**config.mk**
```make
export PLATFORM = sky130hd
export DESIGN_NAME = port_pin_config
export DESIGN_NICKNAME = d
export VERILOG_FILES = /design/src/hw/port_cfg_pkg.sv /design/src/hw/port_pin_config.sv /design/src/hw/pin_cell.sv /design/src/hw/ext_irq_edge.sv
export SDC_FILE = /design/constraint.sdc
export NUM_CORES = 1
export LEC_CHECK = 0
export ABC_CLOCK_PERIOD_IN_PS = 3200
export BUFFER_PORTS_ARGS = -buffer_cell sky130_fd_sc_hd__clkbuf_2
export CAP_MARGIN = 20
export CORE_MARGIN = 5
export CORE_UTILIZATION = 56
export DETAILED_ROUTE_END_ITERATION = 8
export GPL_ROUTABILITY_DRIVEN = 0
export GPL_TIMING_DRIVEN = 0
export PLACE_DENSITY = 0.84
export SLEW_MARGIN = 40
export SYNTH_ARGS = -nofsm -noshare
export SYNTH_HDL_FRONTEND = slang
export SYNTH_SLANG_ARGS = --single-unit
```
**constraint.sdc**
```tcl
create_clock -name clk_sys_i -period 3.2 [get_ports clk_sys_i]
set_input_delay 0.16 -clock clk_sys_i [delete_from_list [all_inputs] [get_ports clk_sys_i]]
set_output_delay 0.16 -clock clk_sys_i [all_outputs]
set_load 0.05 [all_outputs]
```
**src/hw/port_cfg_pkg.sv**
```systemverilog
// constants, field layouts and pin modes shared by the port configuration block
package port_cfg_pkg;

  // ----------------------------------------------------------------
  // register offsets in the register file
  // ----------------------------------------------------------------
  localparam logic [7:0] OFS_PORT0_EXT_IRQ_CTRL = 8'hE8;
  localparam logic [7:0] OFS_PORT1_CONFIG       = 8'hE9;
  localparam logic [7:0] OFS_PORT2_CONFIG_HIGH  = 8'hEA;
  localparam logic [7:0] OFS_PORT2_CONFIG_LOW   = 8'hEB;

  // ----------------------------------------------------------------
  // implemented bits and reset values
  // ----------------------------------------------------------------
  localparam logic [7:0] MASK_PORT0_EXT_IRQ_CTRL = 8'h0F;
  localparam logic [7:0] MASK_PORT1_CONFIG       = 8'hCF;
  localparam logic [7:0] MASK_PORT2_CONFIG_HIGH  = 8'h7F;
  localparam logic [7:0] MASK_PORT2_CONFIG_LOW   = 8'hFF;
  localparam logic [7:0] RST_PORT1_CONFIG        = 8'h00;
  localparam logic [7:0] RST_PORT2_CONFIG_HIGH   = 8'h00;
  localparam logic [7:0] RST_PORT2_CONFIG_LOW    = 8'h00;
  localparam logic       RST_IRQ_ENABLE          = 1'b0;
  localparam logic       RST_IRQ_PENDING         = 1'b0;

  // ----------------------------------------------------------------
  // field positions
  // ----------------------------------------------------------------
  localparam int BIT_EXT_IRQ0_PENDING = 0;
  localparam int BIT_EXT_IRQ0_ENABLE  = 1;
  localparam int BIT_EXT_IRQ1_PENDING = 2;
  localparam int BIT_EXT_IRQ1_ENABLE  = 3;
  localparam int BIT_P1_PIN0_OPEN_DRN = 6;
  localparam int BIT_P1_PIN1_OPEN_DRN = 7;
  localparam int LSB_P1_PIN0_CFG      = 0;
  localparam int LSB_P1_PIN1_CFG      = 2;
  localparam int LSB_P2_PIN4_CFG      = 0;
  localparam int LSB_P2_PIN5_CFG      = 2;
  localparam int LSB_P2_PIN6_CFG      = 4;
  localparam int LSB_P2_PIN0_CFG      = 0;
  localparam int LSB_P2_PIN1_CFG      = 2;
  localparam int LSB_P2_PIN2_CFG      = 4;
  localparam int LSB_P2_PIN3_CFG      = 6;
  localparam int LSB_P0_PIN0_CFG      = 0;
  localparam int LSB_P0_PIN1_CFG      = 2;

  // ----------------------------------------------------------------
  // field encodings
  // ----------------------------------------------------------------
  localparam logic [1:0] P1_CFG_IN       = 2'h0;
  localparam logic [1:0] P1_CFG_IN_PU    = 2'h1;
  localparam logic [1:0] P1_CFG_OUT      = 2'h2;
  localparam logic [1:0] P1_CFG_IN_PD    = 2'h3;
  localparam logic [1:0] P2_CFG_IN_PU    = 2'h0;
  localparam logic [1:0] P2_CFG_IN       = 2'h1;
  localparam logic [1:0] P2_CFG_PP       = 2'h2;
  localparam logic [1:0] P2_CFG_OD       = 2'h3;
  localparam logic [1:0] P2_CFG_T0_MATCH = 2'h3;
  localparam logic [2:0] P26_CFG_IN_PU   = 3'h0;
  localparam logic [2:0] P26_CFG_IN      = 3'h1;
  localparam logic [1:0] P26_CFG_ANALOG  = 2'h1;
  localparam logic [2:0] P26_CFG_PP      = 3'h4;
  localparam logic [2:0] P26_CFG_OD_PU   = 3'h5;
  localparam logic [2:0] P26_CFG_OD      = 3'h6;
  localparam logic [2:0] P26_CFG_CLK_OUT = 3'h7;

  // electrical role of one pin
  typedef enum logic [2:0] {
    MODE_IN_PU  = 3'h0,
    MODE_IN     = 3'h1,
    MODE_IN_PD  = 3'h2,
    MODE_ANALOG = 3'h3,
    MODE_PP     = 3'h4,
    MODE_OD     = 3'h5,
    MODE_OD_PU  = 3'h6
  } pin_mode_t;

endpackage : port_cfg_pkg

```
**src/hw/port_pin_config.sv**
```systemverilog
// pin configuration registers, pad control and external interrupt logic of ports 0 to 2
// Function
// - second external interrupt enable at bit 3
// - bit 2 second pending, write zero clears
// - first external interrupt enable at bit 1
// - bit 0 first pending, write zero clears
// - port1 bit 7 selects pin1 open-drain
// - port1 bit 6 selects pin0 open-drain
// - port1 bits 3:2 configure pin1 mode
// - port1 bits 1:0 configure pin0 mode
// - port2 high bits 6:4 configure pin6
// - port2 high bits 3:2 configure pin5
// - port2 high bits 1:0 configure pin4
// - port2 low fields configure pins 3..0
// - port2 pin0 code 11 outputs timer match
// - port0 pins 0,1 interrupt when Schmitt input
// - pending bit sticks until software clears
module port_pin_config
  import port_cfg_pkg::*;
(
  input  wire logic       clk_sys_i,
  input  wire logic       resetn_i,
  // register file access
  input  wire logic [7:0] reg_addr_i,
  input  wire logic       reg_wr_i,
  input  wire logic [7:0] reg_wdata_i,
  input  wire logic       reg_rd_i,
  output logic      [7:0] reg_rdata_o,
  // port 0 interrupt pins and their configuration from the port 0 block
  input  wire logic [1:0] port0_pad_in_i,
  input  wire logic [7:0] port0_config_low_i,
  // output data and alternate sources
  input  wire logic [1:0] port1_data_i,
  input  wire logic [6:0] port2_data_i,
  input  wire logic       timer_zero_match_i,
  input  wire logic       clock_output_i,
  // port 1 pads
  input  wire logic [1:0] port1_pad_in_i,
  output logic      [1:0] port1_pad_out_o,
  output logic      [1:0] port1_pad_oe_o,
  output logic      [1:0] port1_pullup_o,
  output logic      [1:0] port1_pulldown_o,
  output logic      [1:0] port1_pin_o,
  // port 2 pads
  input  wire logic [6:0] port2_pad_in_i,
  output logic      [6:0] port2_pad_out_o,
  output logic      [6:0] port2_pad_oe_o,
  output logic      [6:0] port2_pullup_o,
  output logic      [6:0] port2_pin_o,
  output logic            analog_input_eight_en_o,
  // interrupt request
  output logic            ext_irq_o
);

  // ----------------------------------------------------------------
  // configuration registers
  // ----------------------------------------------------------------
  logic [7:0] port1_config_q;
  logic [7:0] port2_config_high_q;
  logic [7:0] port2_config_low_q;
  logic [1:0] irq_enable_q;
  logic [1:0] irq_pending;

  logic       sel_p0;
  logic       sel_p1;
  logic       sel_p2h;
  logic       sel_p2l;
  logic       wr_p0;
  logic [7:0] rd_mux;

  assign sel_p0  = (reg_addr_i == OFS_PORT0_EXT_IRQ_CTRL);
  assign sel_p1  = (reg_addr_i == OFS_PORT1_CONFIG);
  assign sel_p2h = (reg_addr_i == OFS_PORT2_CONFIG_HIGH);
  assign sel_p2l = (reg_addr_i == OFS_PORT2_CONFIG_LOW);
  assign wr_p0   = reg_wr_i && sel_p0;

  always_ff @(posedge clk_sys_i or negedge resetn_i) begin
    if (!resetn_i) begin
      port1_config_q      <= RST_PORT1_CONFIG;
      port2_config_high_q <= RST_PORT2_CONFIG_HIGH;
      port2_config_low_q  <= RST_PORT2_CONFIG_LOW;
    end else if (reg_wr_i) begin
      if (sel_p1) begin
        port1_config_q <= reg_wdata_i & MASK_PORT1_CONFIG;
      end
      if (sel_p2h) begin
        port2_config_high_q <= reg_wdata_i & MASK_PORT2_CONFIG_HIGH;
      end
      if (sel_p2l) begin
        port2_config_low_q <= reg_wdata_i;
      end
    end
  end

  // ----------------------------------------------------------------
  // external interrupts on port 0 pins 0 and 1
  // ----------------------------------------------------------------
  // bit positions of each source's fields in the control bytes
  localparam int EN_BIT  [2] = '{BIT_EXT_IRQ0_ENABLE, BIT_EXT_IRQ1_ENABLE};
  localparam int PND_BIT [2] = '{BIT_EXT_IRQ0_PENDING, BIT_EXT_IRQ1_PENDING};
  localparam int CFG_LSB [2] = '{LSB_P0_PIN0_CFG, LSB_P0_PIN1_CFG};

  // enable bits, software owned; one process keeps one driver
  always_ff @(posedge clk_sys_i or negedge resetn_i) begin
    if (!resetn_i) begin
      irq_enable_q <= {2{RST_IRQ_ENABLE}};
    end else if (wr_p0) begin
      irq_enable_q <= {reg_wdata_i[EN_BIT[1]], reg_wdata_i[EN_BIT[0]]};
    end
  end

  genvar gi;
  generate
    for (gi = 0; gi < 2; gi++) begin : g_ext_irq
      logic schmitt_in;
      logic clear;

      // edges count only in Schmitt modes
      assign schmitt_in = ~port0_config_low_i[CFG_LSB[gi] + 1];
      assign clear      = wr_p0 && !reg_wdata_i[PND_BIT[gi]];

      ext_irq_edge u_edge (
        .clk_sys_i (clk_sys_i),
        .resetn_i  (resetn_i),
        .pad_in_i  (port0_pad_in_i[gi]),
        .edge_en_i (irq_enable_q[gi] && schmitt_in),
        .clear_i   (clear),
        .pending_o (irq_pending[gi])
      );
    end
  endgenerate

  // one request line for both sources
  assign ext_irq_o = |(irq_pending & irq_enable_q);

  // ----------------------------------------------------------------
  // read path
  // ----------------------------------------------------------------
  logic [7:0] p0_view;

  assign p0_view = {4'h0,
                    irq_enable_q[1], irq_pending[1],
                    irq_enable_q[0], irq_pending[0]};

  // unmapped addresses read zero so the block can share the file with others
  assign rd_mux = sel_p0  ? (p0_view & MASK_PORT0_EXT_IRQ_CTRL) :
                  sel_p1  ? port1_config_q :
                  sel_p2h ? port2_config_high_q :
                  sel_p2l ? port2_config_low_q : 8'h00;

  // a read beside a write returns the old value; the new one shows next read
  always_ff @(posedge clk_sys_i or negedge resetn_i) begin
    if (!resetn_i) begin
      reg_rdata_o <= 8'h00;
    end else if (reg_rd_i) begin
      reg_rdata_o <= rd_mux;
    end
  end

  // ----------------------------------------------------------------
  // mode decode
  // ----------------------------------------------------------------
  // the open-drain bit only matters once the field selects an output
  function automatic pin_mode_t dec_p1(input logic [1:0] cfg, input logic open_drain);
    pin_mode_t m;
    m = MODE_IN;
    case (cfg)
      P1_CFG_IN:    m = MODE_IN;
      P1_CFG_IN_PU: m = MODE_IN_PU;
      P1_CFG_OUT:   m = open_drain ? MODE_OD : MODE_PP;
      P1_CFG_IN_PD: m = MODE_IN_PD;
      default:      m = MODE_IN;
    endcase
    return m;
  endfunction : dec_p1

  function automatic pin_mode_t dec_p2(input logic [1:0] cfg);
    pin_mode_t m;
    m = MODE_IN_PU;
    case (cfg)
      P2_CFG_IN_PU: m = MODE_IN_PU;
      P2_CFG_IN:    m = MODE_IN;
      P2_CFG_PP:    m = MODE_PP;
      P2_CFG_OD:    m = MODE_OD;
      default:      m = MODE_IN_PU;
    endcase
    return m;
  endfunction : dec_p2

  function automatic pin_mode_t dec_p26(input logic [2:0] cfg);
    pin_mode_t m;
    m = MODE_IN_PU;
    if (cfg[2:1] == P26_CFG_ANALOG) begin
      m = MODE_ANALOG;
    end else begin
      case (cfg)
        P26_CFG_IN_PU:   m = MODE_IN_PU;
        P26_CFG_IN:      m = MODE_IN;
        P26_CFG_PP:      m = MODE_PP;
        P26_CFG_OD_PU:   m = MODE_OD_PU;
        P26_CFG_OD:      m = MODE_OD;
        P26_CFG_CLK_OUT: m = MODE_PP;
        default:         m = MODE_IN_PU;
      endcase
    end
    return m;
  endfunction : dec_p26

  pin_mode_t  p1_mode [2];
  pin_mode_t  p2_mode [7];
  logic [1:0] p2_field [6];
  logic       p2_pin0_timer;
  logic       p2_pin6_clock;
  logic [6:0] p2_drive;

  // pin 0 mode and driver type
  assign p1_mode[0] = dec_p1(port1_config_q[LSB_P1_PIN0_CFG +: 2],
                             port1_config_q[BIT_P1_PIN0_OPEN_DRN]);
  // pin 1 mode and driver type
  assign p1_mode[1] = dec_p1(port1_config_q[LSB_P1_PIN1_CFG +: 2],
                             port1_config_q[BIT_P1_PIN1_OPEN_DRN]);

  assign p2_field[0] = port2_config_low_q[LSB_P2_PIN0_CFG +: 2];
  assign p2_field[1] = port2_config_low_q[LSB_P2_PIN1_CFG +: 2];
  assign p2_field[2] = port2_config_low_q[LSB_P2_PIN2_CFG +: 2];
  assign p2_field[3] = port2_config_low_q[LSB_P2_PIN3_CFG +: 2];
  // high byte fields, pins 4 and 5
  assign p2_field[4] = port2_config_high_q[LSB_P2_PIN4_CFG +: 2];
  assign p2_field[5] = port2_config_high_q[LSB_P2_PIN5_CFG +: 2];

  generate
    for (gi = 0; gi < 6; gi++) begin : g_p2_dec
      if (gi == 0) begin : g_pin0
        // code 11 drives the timer match push-pull instead of open drain
        assign p2_mode[gi] = (p2_field[gi] == P2_CFG_T0_MATCH) ? MODE_PP
                                                              : dec_p2(p2_field[gi]);
      end else begin : g_pinx
        assign p2_mode[gi] = dec_p2(p2_field[gi]);
      end
    end
  endgenerate

  assign p2_mode[6]    = dec_p26(port2_config_high_q[LSB_P2_PIN6_CFG +: 3]);
  assign p2_pin0_timer = (p2_field[0] == P2_CFG_T0_MATCH);
  assign p2_pin6_clock = (port2_config_high_q[LSB_P2_PIN6_CFG +: 3] == P26_CFG_CLK_OUT);

  // alternate functions replace the port data on their pins
  assign p2_drive = {p2_pin6_clock ? clock_output_i : port2_data_i[6],
                     port2_data_i[5:1],
                     p2_pin0_timer ? timer_zero_match_i : port2_data_i[0]};

  // ----------------------------------------------------------------
  // pads
  // ----------------------------------------------------------------
  logic [6:0] p2_analog;
  logic [6:0] p2_pulldown;
  logic [1:0] p1_analog;

  generate
    for (gi = 0; gi < 2; gi++) begin : g_p1_pin
      pin_cell u_pin (
        .clk_sys_i   (clk_sys_i),
        .resetn_i    (resetn_i),
        .mode_i      (p1_mode[gi]),
        .data_i      (port1_data_i[gi]),
        .pad_in_i    (port1_pad_in_i[gi]),
        .pad_out_o   (port1_pad_out_o[gi]),
        .pad_oe_o    (port1_pad_oe_o[gi]),
        .pullup_o    (port1_pullup_o[gi]),
        .pulldown_o  (port1_pulldown_o[gi]),
        .analog_en_o (p1_analog[gi]),
        .pin_o       (port1_pin_o[gi])
      );
    end
    for (gi = 0; gi < 7; gi++) begin : g_p2_pin
      pin_cell u_pin (
        .clk_sys_i   (clk_sys_i),
        .resetn_i    (resetn_i),
        .mode_i      (p2_mode[gi]),
        .data_i      (p2_drive[gi]),
        .pad_in_i    (port2_pad_in_i[gi]),
        .pad_out_o   (port2_pad_out_o[gi]),
        .pad_oe_o    (port2_pad_oe_o[gi]),
        .pullup_o    (port2_pullup_o[gi]),
        .pulldown_o  (p2_pulldown[gi]),
        .analog_en_o (p2_analog[gi]),
        .pin_o       (port2_pin_o[gi])
      );
    end
  endgenerate

  // only pin 6 of port 2 has an analog path; port 2 pulldowns never engage
  assign analog_input_eight_en_o = p2_analog[6];

endmodule : port_pin_config

```
**src/hw/pin_cell.sv**
```systemverilog
// one pad: input synchroniser and registered driver, output enable and pull controls
module pin_cell
  import port_cfg_pkg::*;
(
  input  wire logic      clk_sys_i,
  input  wire logic      resetn_i,
  input  wire pin_mode_t mode_i,
  input  wire logic      data_i,
  input  wire logic      pad_in_i,
  output logic           pad_out_o,
  output logic           pad_oe_o,
  output logic           pullup_o,
  output logic           pulldown_o,
  output logic           analog_en_o,
  output logic           pin_o
);

  logic sync1_q;
  logic sync2_q;
  logic drive_pp;
  logic drive_od;

  // open drain only ever pulls low; a high level is left to the pull or the board
  assign drive_pp = (mode_i == MODE_PP);
  assign drive_od = (mode_i == MODE_OD) || (mode_i == MODE_OD_PU);

  always_ff @(posedge clk_sys_i or negedge resetn_i) begin
    if (!resetn_i) begin
      sync1_q     <= 1'b0;
      sync2_q     <= 1'b0;
      pad_out_o   <= 1'b0;
      pad_oe_o    <= 1'b0;
      pullup_o    <= 1'b0;
      pulldown_o  <= 1'b0;
      analog_en_o <= 1'b0;
      pin_o       <= 1'b0;
    end else begin
      sync1_q     <= pad_in_i;
      sync2_q     <= sync1_q;
      pad_out_o   <= drive_pp & data_i;
      pad_oe_o    <= drive_pp | (drive_od & ~data_i);
      pullup_o    <= (mode_i == MODE_IN_PU) || (mode_i == MODE_OD_PU);
      pulldown_o  <= (mode_i == MODE_IN_PD);
      analog_en_o <= (mode_i == MODE_ANALOG);
      // schmitt input is off in analog mode, so the digital value reads low
      pin_o       <= (mode_i == MODE_ANALOG) ? 1'b0 : sync2_q;
    end
  end

endmodule : pin_cell

```
**src/hw/ext_irq_edge.sv**
```systemverilog
// falling-edge detector and sticky pending flag for one external interrupt pin
module ext_irq_edge (
  input  wire logic clk_sys_i,
  input  wire logic resetn_i,
  input  wire logic pad_in_i,
  input  wire logic edge_en_i,
  input  wire logic clear_i,
  output logic      pending_o
);

  logic sync1_q;
  logic sync2_q;
  logic prev_q;
  logic fall;

  // prev_q starts high, so a pin held low through reset gives an edge once sync2_q falls
  assign fall = prev_q & ~sync2_q;

  always_ff @(posedge clk_sys_i or negedge resetn_i) begin
    if (!resetn_i) begin
      sync1_q   <= 1'b1;
      sync2_q   <= 1'b1;
      prev_q    <= 1'b1;
      pending_o <= 1'b0;
    end else begin
      sync1_q <= pad_in_i;
      sync2_q <= sync1_q;
      prev_q  <= sync2_q;
      // a new edge wins over a clear in the same cycle
      if (fall && edge_en_i) begin
        pending_o <= 1'b1;
      end else if (clear_i) begin
        pending_o <= 1'b0;
      end
    end
  end

endmodule : ext_irq_edge

```
-- Word-level counts from Yosys, hierarchy flattened
Index checks and enable logic that the tools add are counted.
- bitwise gates (word level): 43
- reductions and logical operators: 51
- mux-type cells: 32
- eq/ne operators: 72
- operators with widths (kind ; count):
    $pmux 3 s4 ; 8
    $eq 3x3->1 const B ; 31
    $eq 3x2->1 const B ; 11
    $eq 2x2->1 const B ; 16
    $eq 8x8->1 const B ; 4
    $mux 8 ; 4
    $logic_not 3->1 ; 9
    $and 1x1->1 ; 20
    $eq 2x1->1 const B ; 9
    $logic_or 1x1->1 ; 18
    $mux 1 ; 17
    $logic_not 2->1 ; 8
    $not 1->1 ; 13
    $or 1x1->1 ; 9
    $pmux 3 s3 ; 1
    $logic_and 1x1->1 ; 7
    $mux 3 ; 2
    $reduce_and 2->1 ; 3
    $reduce_bool 2->1 ; 2
    $reduce_or 2->1 ; 2
    $eq 3x1->1 const B ; 1
    $and 2x2->2 ; 1
    $logic_not 1->1 ; 2
- logic and storage cells: 268
- bits in registers: 96

-- Longest topological paths before layout
Gate-level depths: netlist of run 1.
- word-level depth: 8
- mapped depth: 4
- mapped depth without buffers: 3

-- Hierarchy
From an unflattened synthesis of run 1, not the netlist that was laid out.
- cells, all modules: 303
- area total of the unflattened synthesis: 4232.8 sq um
- by module, submodules not included (module ; seq. area each (sq um) ; area each (sq um) ; cells an instance ; instances):
    pin_cell ; 200.2 ; 262.8 ; 18 ; 9
    port_pin_config ; 775.7 ; 1620.3 ; 127 ; 1
    ext_irq_edge ; 103.8 ; 123.9 ; 7 ; 2

-- Least setup slack after synthesis of run 1
Ideal clock, no wire load.
- kind: in2reg
- start: input reg_addr_i[0]
- end: register port1_config_q[0]
- required time: 3.075 ns
- library setup time: 0.125 ns
- cell stages on the path: 4
- data arrival time: 1.210 ns
- slack: 1.865 ns
- path through: buf_2 > nand2_1 > nor4_4 > mux2_2
- longest elaborated chain between the ends: 2
- ends and longest elaborated chain (element ; RTL line ; text):
    start: declaration ; port_pin_config.sv:24 ; input wire logic [7:0] reg_addr_i,
    $eq 8x8->1 ; port_pin_config.sv:72 ; assign sel_p1 = (reg_addr_i == OFS_PORT1_CONFIG);
    $reduce_and 2->1 (no source line) ; -- ;
    end signal: assignment ; port_pin_config.sv:84 ; port1_config_q <= reg_wdata_i & MASK_PORT1_CONFIG;
    end: declaration ; port_pin_config.sv:58 ; logic [7:0] port1_config_q;
Every way passes these cells.
A chain may end at the register's enable or synchronous reset.

-- Worst setup path after layout of run 1
- start: register irq_enable_q[1]
- end: output ext_irq_o
- longest elaborated chain between the ends: 2
- ends and longest elaborated chain (element ; RTL line ; text):
    start: declaration ; port_pin_config.sv:61 ; logic [1:0] irq_enable_q;
    start signal: assignment ; port_pin_config.sv:106 ; irq_enable_q <= {2{RST_IRQ_ENABLE}};
    start signal: assignment ; port_pin_config.sv:108 ; irq_enable_q <= {reg_wdata_i[EN_BIT[1]], reg_wdata_i[EN_BIT[0]]};
    $and 2x2->2 ; port_pin_config.sv:134 ; assign ext_irq_o = |(irq_pending & irq_enable_q);
    $reduce_or 2->1 ; port_pin_config.sv:134 ;
    end: declaration ; port_pin_config.sv:52 ; output logic ext_irq_o
Every way passes these cells.

==> results of run 1 <==
path summary, 6_finish.rpt:
path	start	endpoint	depth (start not counted)
worst max-delay path	irq_enable_q[1]	ext_irq_o	2
worst min-delay path	port2_data_i[5]	g_p2_pin[5].u_pin.pad_oe_o	2
worst max register to register	port2_config_low_q[1]	reg_rdata_o[1]	2
worst min register to register	g_p2_pin[2].u_pin.sync1_q	g_p2_pin[2].u_pin.sync2_q	0
max in group asynchronous	resetn_i	g_ext_irq[0].u_edge.prev_q	3
min in group asynchronous	resetn_i	g_p2_pin[0].u_pin.sync1_q	2
state kept, by name (all words and copies together), names as in the netlist, 2 cells and up:
name,cells
g_ext_irq.u_edge.pending_o,2
g_ext_irq.u_edge.prev_q,2
g_ext_irq.u_edge.sync1_q,2
g_ext_irq.u_edge.sync2_q,2
g_p1_pin.u_pin.pad_oe_o,2
g_p1_pin.u_pin.pad_out_o,2
g_p1_pin.u_pin.pin_o,2
g_p1_pin.u_pin.pulldown_o,2
g_p1_pin.u_pin.pullup_o,2
g_p1_pin.u_pin.sync1_q,2
g_p1_pin.u_pin.sync2_q,2
g_p2_pin.u_pin.pad_oe_o,7
g_p2_pin.u_pin.pad_out_o,7
g_p2_pin.u_pin.pin_o,7
g_p2_pin.u_pin.pullup_o,7
g_p2_pin.u_pin.sync1_q,7
g_p2_pin.u_pin.sync2_q,7
irq_enable_q,2
port1_config_q,6
port2_config_high_q,7
port2_config_low_q,8
reg_rdata_o,8
routing by layer:
layer | GRT usage | up-vias
met4 | 0.0794 | 0
met3 | 0.0558 | 12
met2 | 0.292 | 66
met1 | 0.205 | 1114
met5 | 0 | -
li1 | - | 1054
critical path: cells and delay by family (launching register included):
| kind | cells | cell delay (ns) |
|---|---|---|
| AO/OA/AOI/OAI | 1 | 0.22 |
| buffers and inverters | 1 | 0.24 |
| flip-flops | 1 | 0.43 |
layout by cell type (no fill, tap or decap), types with 2 or more instances in the layout:
cell	n
nor3_4	2
dfstp_2	6
mux4_2	4
or2_2	2
buf_2	2
and3b_1	5
mux2i_1	6
mux2_2	23
xor2_1	2
dfrtp_1	90
o41ai_1	2
nor2b_1	5
clkbuf_1	4
a21oi_1	4
o31ai_1	2
a22o_1	7
clkinvlp_4	2
nor2_1	12
dlygate4sd3_1	21
a32o_1	2
clkbuf_2	89
buf_4	38
inv_1	2
and2_1	2
nand2_1	6
a21boi_0	5
clkbuf_8	11
nor3b_1	2
nand2b_1	4
synthesized netlist by cell type, types with 2 or more instances:
| library cell | number |
|---|---|
| clkbuf_1 | 4 |
| mux2_2 | 23 |
| dfrtp_1 | 90 |
| nor3_4 | 2 |
| dfstp_2 | 6 |
| nand2_1 | 6 |
| a21oi_1 | 4 |
| a32o_1 | 2 |
| xor2_1 | 2 |
| a21boi_0 | 5 |
| or2_2 | 2 |
| mux4_2 | 4 |
| inv_1 | 2 |
| nor2_1 | 12 |
| o41ai_1 | 2 |
| and3b_1 | 5 |
| buf_4 | 38 |
| buf_2 | 2 |
| a22o_1 | 7 |
| nor3b_1 | 2 |
| nor2b_1 | 5 |
| and2_1 | 2 |
| nand2b_1 | 4 |
| o31ai_1 | 2 |
| mux2i_1 | 6 |
power groups by stage:
stage	Sequential (mW)	Combinational (mW)	Clock, mW
4_1_cts	1.30	0.299	0.807
3_3_place_gp	1.32	0.266	0
5_1_grt	1.31	0.318	0.863
3_5_place_dp	1.32	0.277	0
6_report	1.30	0.295	0.794
2_1_floorplan	1.32	0.182	0
metrics by stage:
step / instance area (sq um) / hold WS, ns / std cells
finish: 4640 / 0.00974 / 450
global route: 4640 / 0.0213 / 450
CTS: 4640 / 0.000554 / 450
detailed placement: 4230 / 0.125 / 413
global placement: 4190 / 0.249 / 412
floorplan: 3640 / -0.136 / 245
cell families (layout without fill, tap and decap cells):
family                    count (synthesis)  after routing  share of synthesized area
xor gates and xnor gates                  2              2                    0.00481
muxes                                    33             33                      0.112
and+or+nand+nor                          46             46                     0.0875
buffers and inverters                    46            174                     0.0872
DFF                                      96             96                      0.661
AOI/OAI and AO/OA                        22             22                     0.0470
area by class of cell:
cell class | count | area, sq um | share of cell area
plain buffers | 44 | 310 | 0.0668
clock buffers | 10 | 138 | 0.0296
clock inverters | 6 | 67.6 | 0.0146
inverters | 2 | 7.51 | 0.00162
multi-input cells | 103 | 917 | 0.198
flip-flops and latches | 96 | 2410 | 0.519
well taps | 77 | 96.3 | 0.0207
repair buffers | 112 | 697 | 0.150
repair_timing:
action	in CTS	in global routing
buffers inserted	0	0
hold buffers	21	0
hold endpoints to repair	64	0
==> impl_metrics.toml, run 1 <==
[run_status]
status = "completed"

[clocking]
htree_levels = 3
cts.path.max_buffers = 2
cts_resized = 0
clkLatencyLatePin_ns = 0.36
cts_tree = "done"
cts_sinks = 96
numCtsBuffers = 9
clockRootBuffer = "clkbuf_8"
clkTransAtPathRegs_ns = 0.09

[worst_setup_path]
slowest_stage = "dfrtp_1"
worstPathCellList = "a22o_1 > clkbuf_2"
critical_path.max_stage_delay_ns = 0.43
reg2reg_slack_ns = 1.97
endpoint_kind = "output pin"
crit_path_max_fanout = 4
cp-start-kind = "flop"
required_ns = 3.04
worstSetupPathType = "flop to output pin"
crit_arrival_ns = 1.26

[floorplan]
dieArea_sq_um = 8220
die_w_um = 90.7
start_util = 0.574
die_h_um = 90.7
rows = 29
io_pins = 98
core_sq_um = 6350

[global_route]
grt_pass1_wl_um = 11300
grt-ovfl-total = 0
grtUsageTotal = 0.175
antenna_found_initial = 0
grt_start_max_net_pins = 51
grt_pass1_vias = 2346

[synth]
async_flop_share = 1.00
synth_cell_types = 31
netlist_instances = 245
synth_area_sq_um = 3640
synth.largest_area_cell = "dfrtp_1"
yosys-top-cells-area = "dfrtp_1 (62%), buf_4 (7.8%), mux2_2 (7.1%)"
synth_nets = 295
avgSynthCellArea_sq_um = 14.9
synth_edf_count = 0
synth_top_cell_area_share = 0.618
ys.flop_type = "dfrtp_1"
ys_ff_latch = 96
yosysWarnings = 0
ys_seq_area_frac = 0.661

[detailed_routing]
ant_nets = 0
drc = 0
vias = 2246
wl_met2_um = 3560
drtPass1Iterations = 4
drt_wl_total_um = 6770
drt-wirelength-per-cell_um = 15.0
wl_met1_um = 2630
via_per_inst = 4.99
drt_iter0_markers = 111
top_layer = "met4"
route.met3.wl_um = 431

[pwr]
p_clk_frac = 0.333
seqPwrFrac = 0.544
combinationalPowerShare = 0.124
internal_power_mw = 1.77
power_switching_share = 0.258
p_total_mw = 2.39
p_per_area_nw_per_um2 = 514
ir_drop_uv = 341
p_leak_nw = 2.40
p_switching_mw = 0.615

[place]
io_buffers = 90
hpwlAfterDp_um = 4780
pre_cts_slack_ns = 1.58

[sta]
fmax_ghz = 0.704
slew_headroom = 0.545
tightest_slew_ns = 0.677
finalHoldViolCount = 0
setup_viol = 0
final.setup.tns_ns = 0
fin_crit_ns = 1.42
fin_skew_ns = 0.00981
rsz0062_at_grt = "no"
slew_viol_final = 0
min_period_over_period = 0.444
fin_ws_ns = 1.78

[finish]
area_growth_syn_to_layout_pct = 27.4
drive_above_1_share = 0.504
nFillCells = 423
fin_nets = 418
post-route-util = 0.731
diodes = 0

[flow_run]
drv_cap = 0

[hold_path]
hp-class = "input pin to flop"
Power figures use the tool's default switching activity.
==> run 2: changes to the inputs <==
- ABC_CLOCK_PERIOD_IN_PS: 3200 -> 1500
- CORE_UTILIZATION: 56 -> 52
- PLACE_DENSITY: 0.84 -> 0.79
- clock period: 3.2 -> 1.5 ns (I/O delays scaled with it)
==> run 2 against run 1 <==
Routed wire length rose by 1.1%. Register-to-register slack got worse by 1.7 ns. Setup slack got worse by 1.6 ns. Critical path type unchanged. Final cell count rose by 5.8%. Largest power group unchanged.
==> impl_metrics.toml, run 2 (same netlist as run 1, synthesis figures left out) <==
[global_route]
grt-ovfl-total = 0
grt_start_max_net_pins = 74
grt_pass1_wl_um = 11600
grt_pass1_vias = 2476
antenna_found_initial = 0
grtUsageTotal = 0.172

[clocking]
htree_levels = 3
cts_resized = 0
cts.path.max_buffers = 2
clkLatencyLatePin_ns = 0.35
numCtsBuffers = 9
clockRootBuffer = "clkbuf_8"
cts_tree = "done"
cts_sinks = 96
clkTransAtPathRegs_ns = 0.08

[finish]
top_regs = "port2_config_low_q x8, reg_rdata_o x8"
post-route-util = 0.692
instances_no_fill = 476
drive_above_1_share = 0.488
layout_commonest_cell = "dfrtp_1"
fin_nets = 424
area_growth_syn_to_layout_pct = 29.0
nFillCells = 502
most-common-layout-cells = "dfrtp_1 (90), clkbuf_2 (89), buf_4 (38), dlygate4sd3_1 (27), mux2_2 (23)"

[detailed_routing]
drt_iter0_markers = 68
drtPass1Iterations = 4
drt_wl_total_um = 6840
drc = 0
ant_nets = 0
drt-wirelength-per-cell_um = 14.4
vias = 2268
via_per_inst = 4.76

[sta]
slew_viol_final = 0
fin_skew_ns = 0.00855
setup_viol = 0
rsz0062_at_grt = "no"
tightest_slew_ns = 0.653
fmax_ghz = 0.762
min_period_over_period = 0.875
finalHoldViolCount = 0
final.setup.tns_ns = 0
slew_headroom = 0.562
fin_crit_ns = 1.31
fin_ws_ns = 0.188

[pwr]
p_total_mw = 4.90
ir_drop_uv = 590
p_leak_nw = 2.41
p_per_area_nw_per_um2 = 1040

[place]
dp_cells = 432
pre_cts_slack_ns = -0.0443
hpwlAfterDp_um = 4840
io_buffers = 90

[worst_setup_path]
crit_arrival_ns = 1.24
endpoint_kind = "output pin"
crit_path_max_fanout = 3
cp-start-kind = "flop"
worstSetupPathType = "flop to output pin"
required_ns = 1.42

[floorplan]
dieArea_sq_um = 8780
die_h_um = 93.7
die_w_um = 93.7
io_pins = 98
core_sq_um = 6790
start_util = 0.536
rows = 30

[run_status]
status = "completed"

[hold_path]
hp-class = "input pin to flop"

[flow_run]
drv_cap = 0
-- run 2: cell count changes in the layout (fill, tap and decap cells not counted), sizes merged --
| cell | change |
|---|---|
| bufinv | -1 |
| diode | +1 |
| clkinvlp | -2 |
| inv | -1 |
| dlygate4sd3 | +6 |
| clkbuf | +4 |
-- run 2: power by group --
part           internal (mW)  switching [mW]
combinational          0.263           0.380
clock                  0.696           0.789
sequential              2.71          0.0625
-- run 2: path summary, 6_finish.rpt --
| path | from | endpoint | slack, ns | depth (start not counted) |
|---|---|---|---|---|
| max in group asynchronous | resetn_i | g_ext_irq[0].u_edge.prev_q | 0.72 | 3 |
| min in group asynchronous | resetn_i | g_p1_pin[0].u_pin.sync1_q | 0.16 | 2 |
| min reg2reg | g_p2_pin[1].u_pin.sync2_q | g_p2_pin[1].u_pin.pin_o | 0.35 | 0 |
| max reg2reg | port2_config_low_q[0] | reg_rdata_o[0] | 0.28 | 2 |
| max | g_ext_irq[1].u_edge.pending_o | ext_irq_o | 0.19 | 2 |
| min | reg_wdata_i[1] | port2_config_high_q[1] | 0.02 | 2 |
-- run 2: metrics by stage --
step | hold slack [ns] | area, sq um
after floorplan | -0.221 | 3640
after global placement | 0.164 | 4220
after detailed placement | -0.0388 | 4250
after CTS | 0.00577 | 4700
after global routing | 0.0142 | 4700
final | 0.0155 | 4700
-- run 2: per-layer routing --
| layer | global-route usage | up-vias | routed length, um |
|---|---|---|---|
| li1 | - | 1064 | - |
| met1 | 0.205 | 1119 | 2670 |
| met2 | 0.292 | 68 | 3640 |
| met3 | 0.0353 | 17 | 337 |
| met4 | 0.0951 | 0 | 195 |
| met5 | 0 | - | 0 |
-- run 2: final cells by class --
class	count	area (sq um)	share of cell area
Sequential cell	96	2410	0.513
Multi-Input combinational cell	103	917	0.195
Timing Repair Buffer	118	757	0.161
Buffer	44	310	0.0660
Clock buffer	14	163	0.0346
Tap cell	96	120	0.0256
Clock inverter	2	13.8	0.00293
Inverter	2	7.51	0.00160
Antenna cell	1	2.50	0.000532
-- run 2: repair_timing --
action                                  CTS  global route
hold buffers                             27             0
hold endpoints to repair                128             0
endpoints found under the setup margin    0             0
buffers inserted                          0             0
-- run 2: critical path, cell delays in order (launching register included) --
cell and delay (ns):
dfrtp_1 0.41, a22o_1 0.24, clkbuf_2 0.24
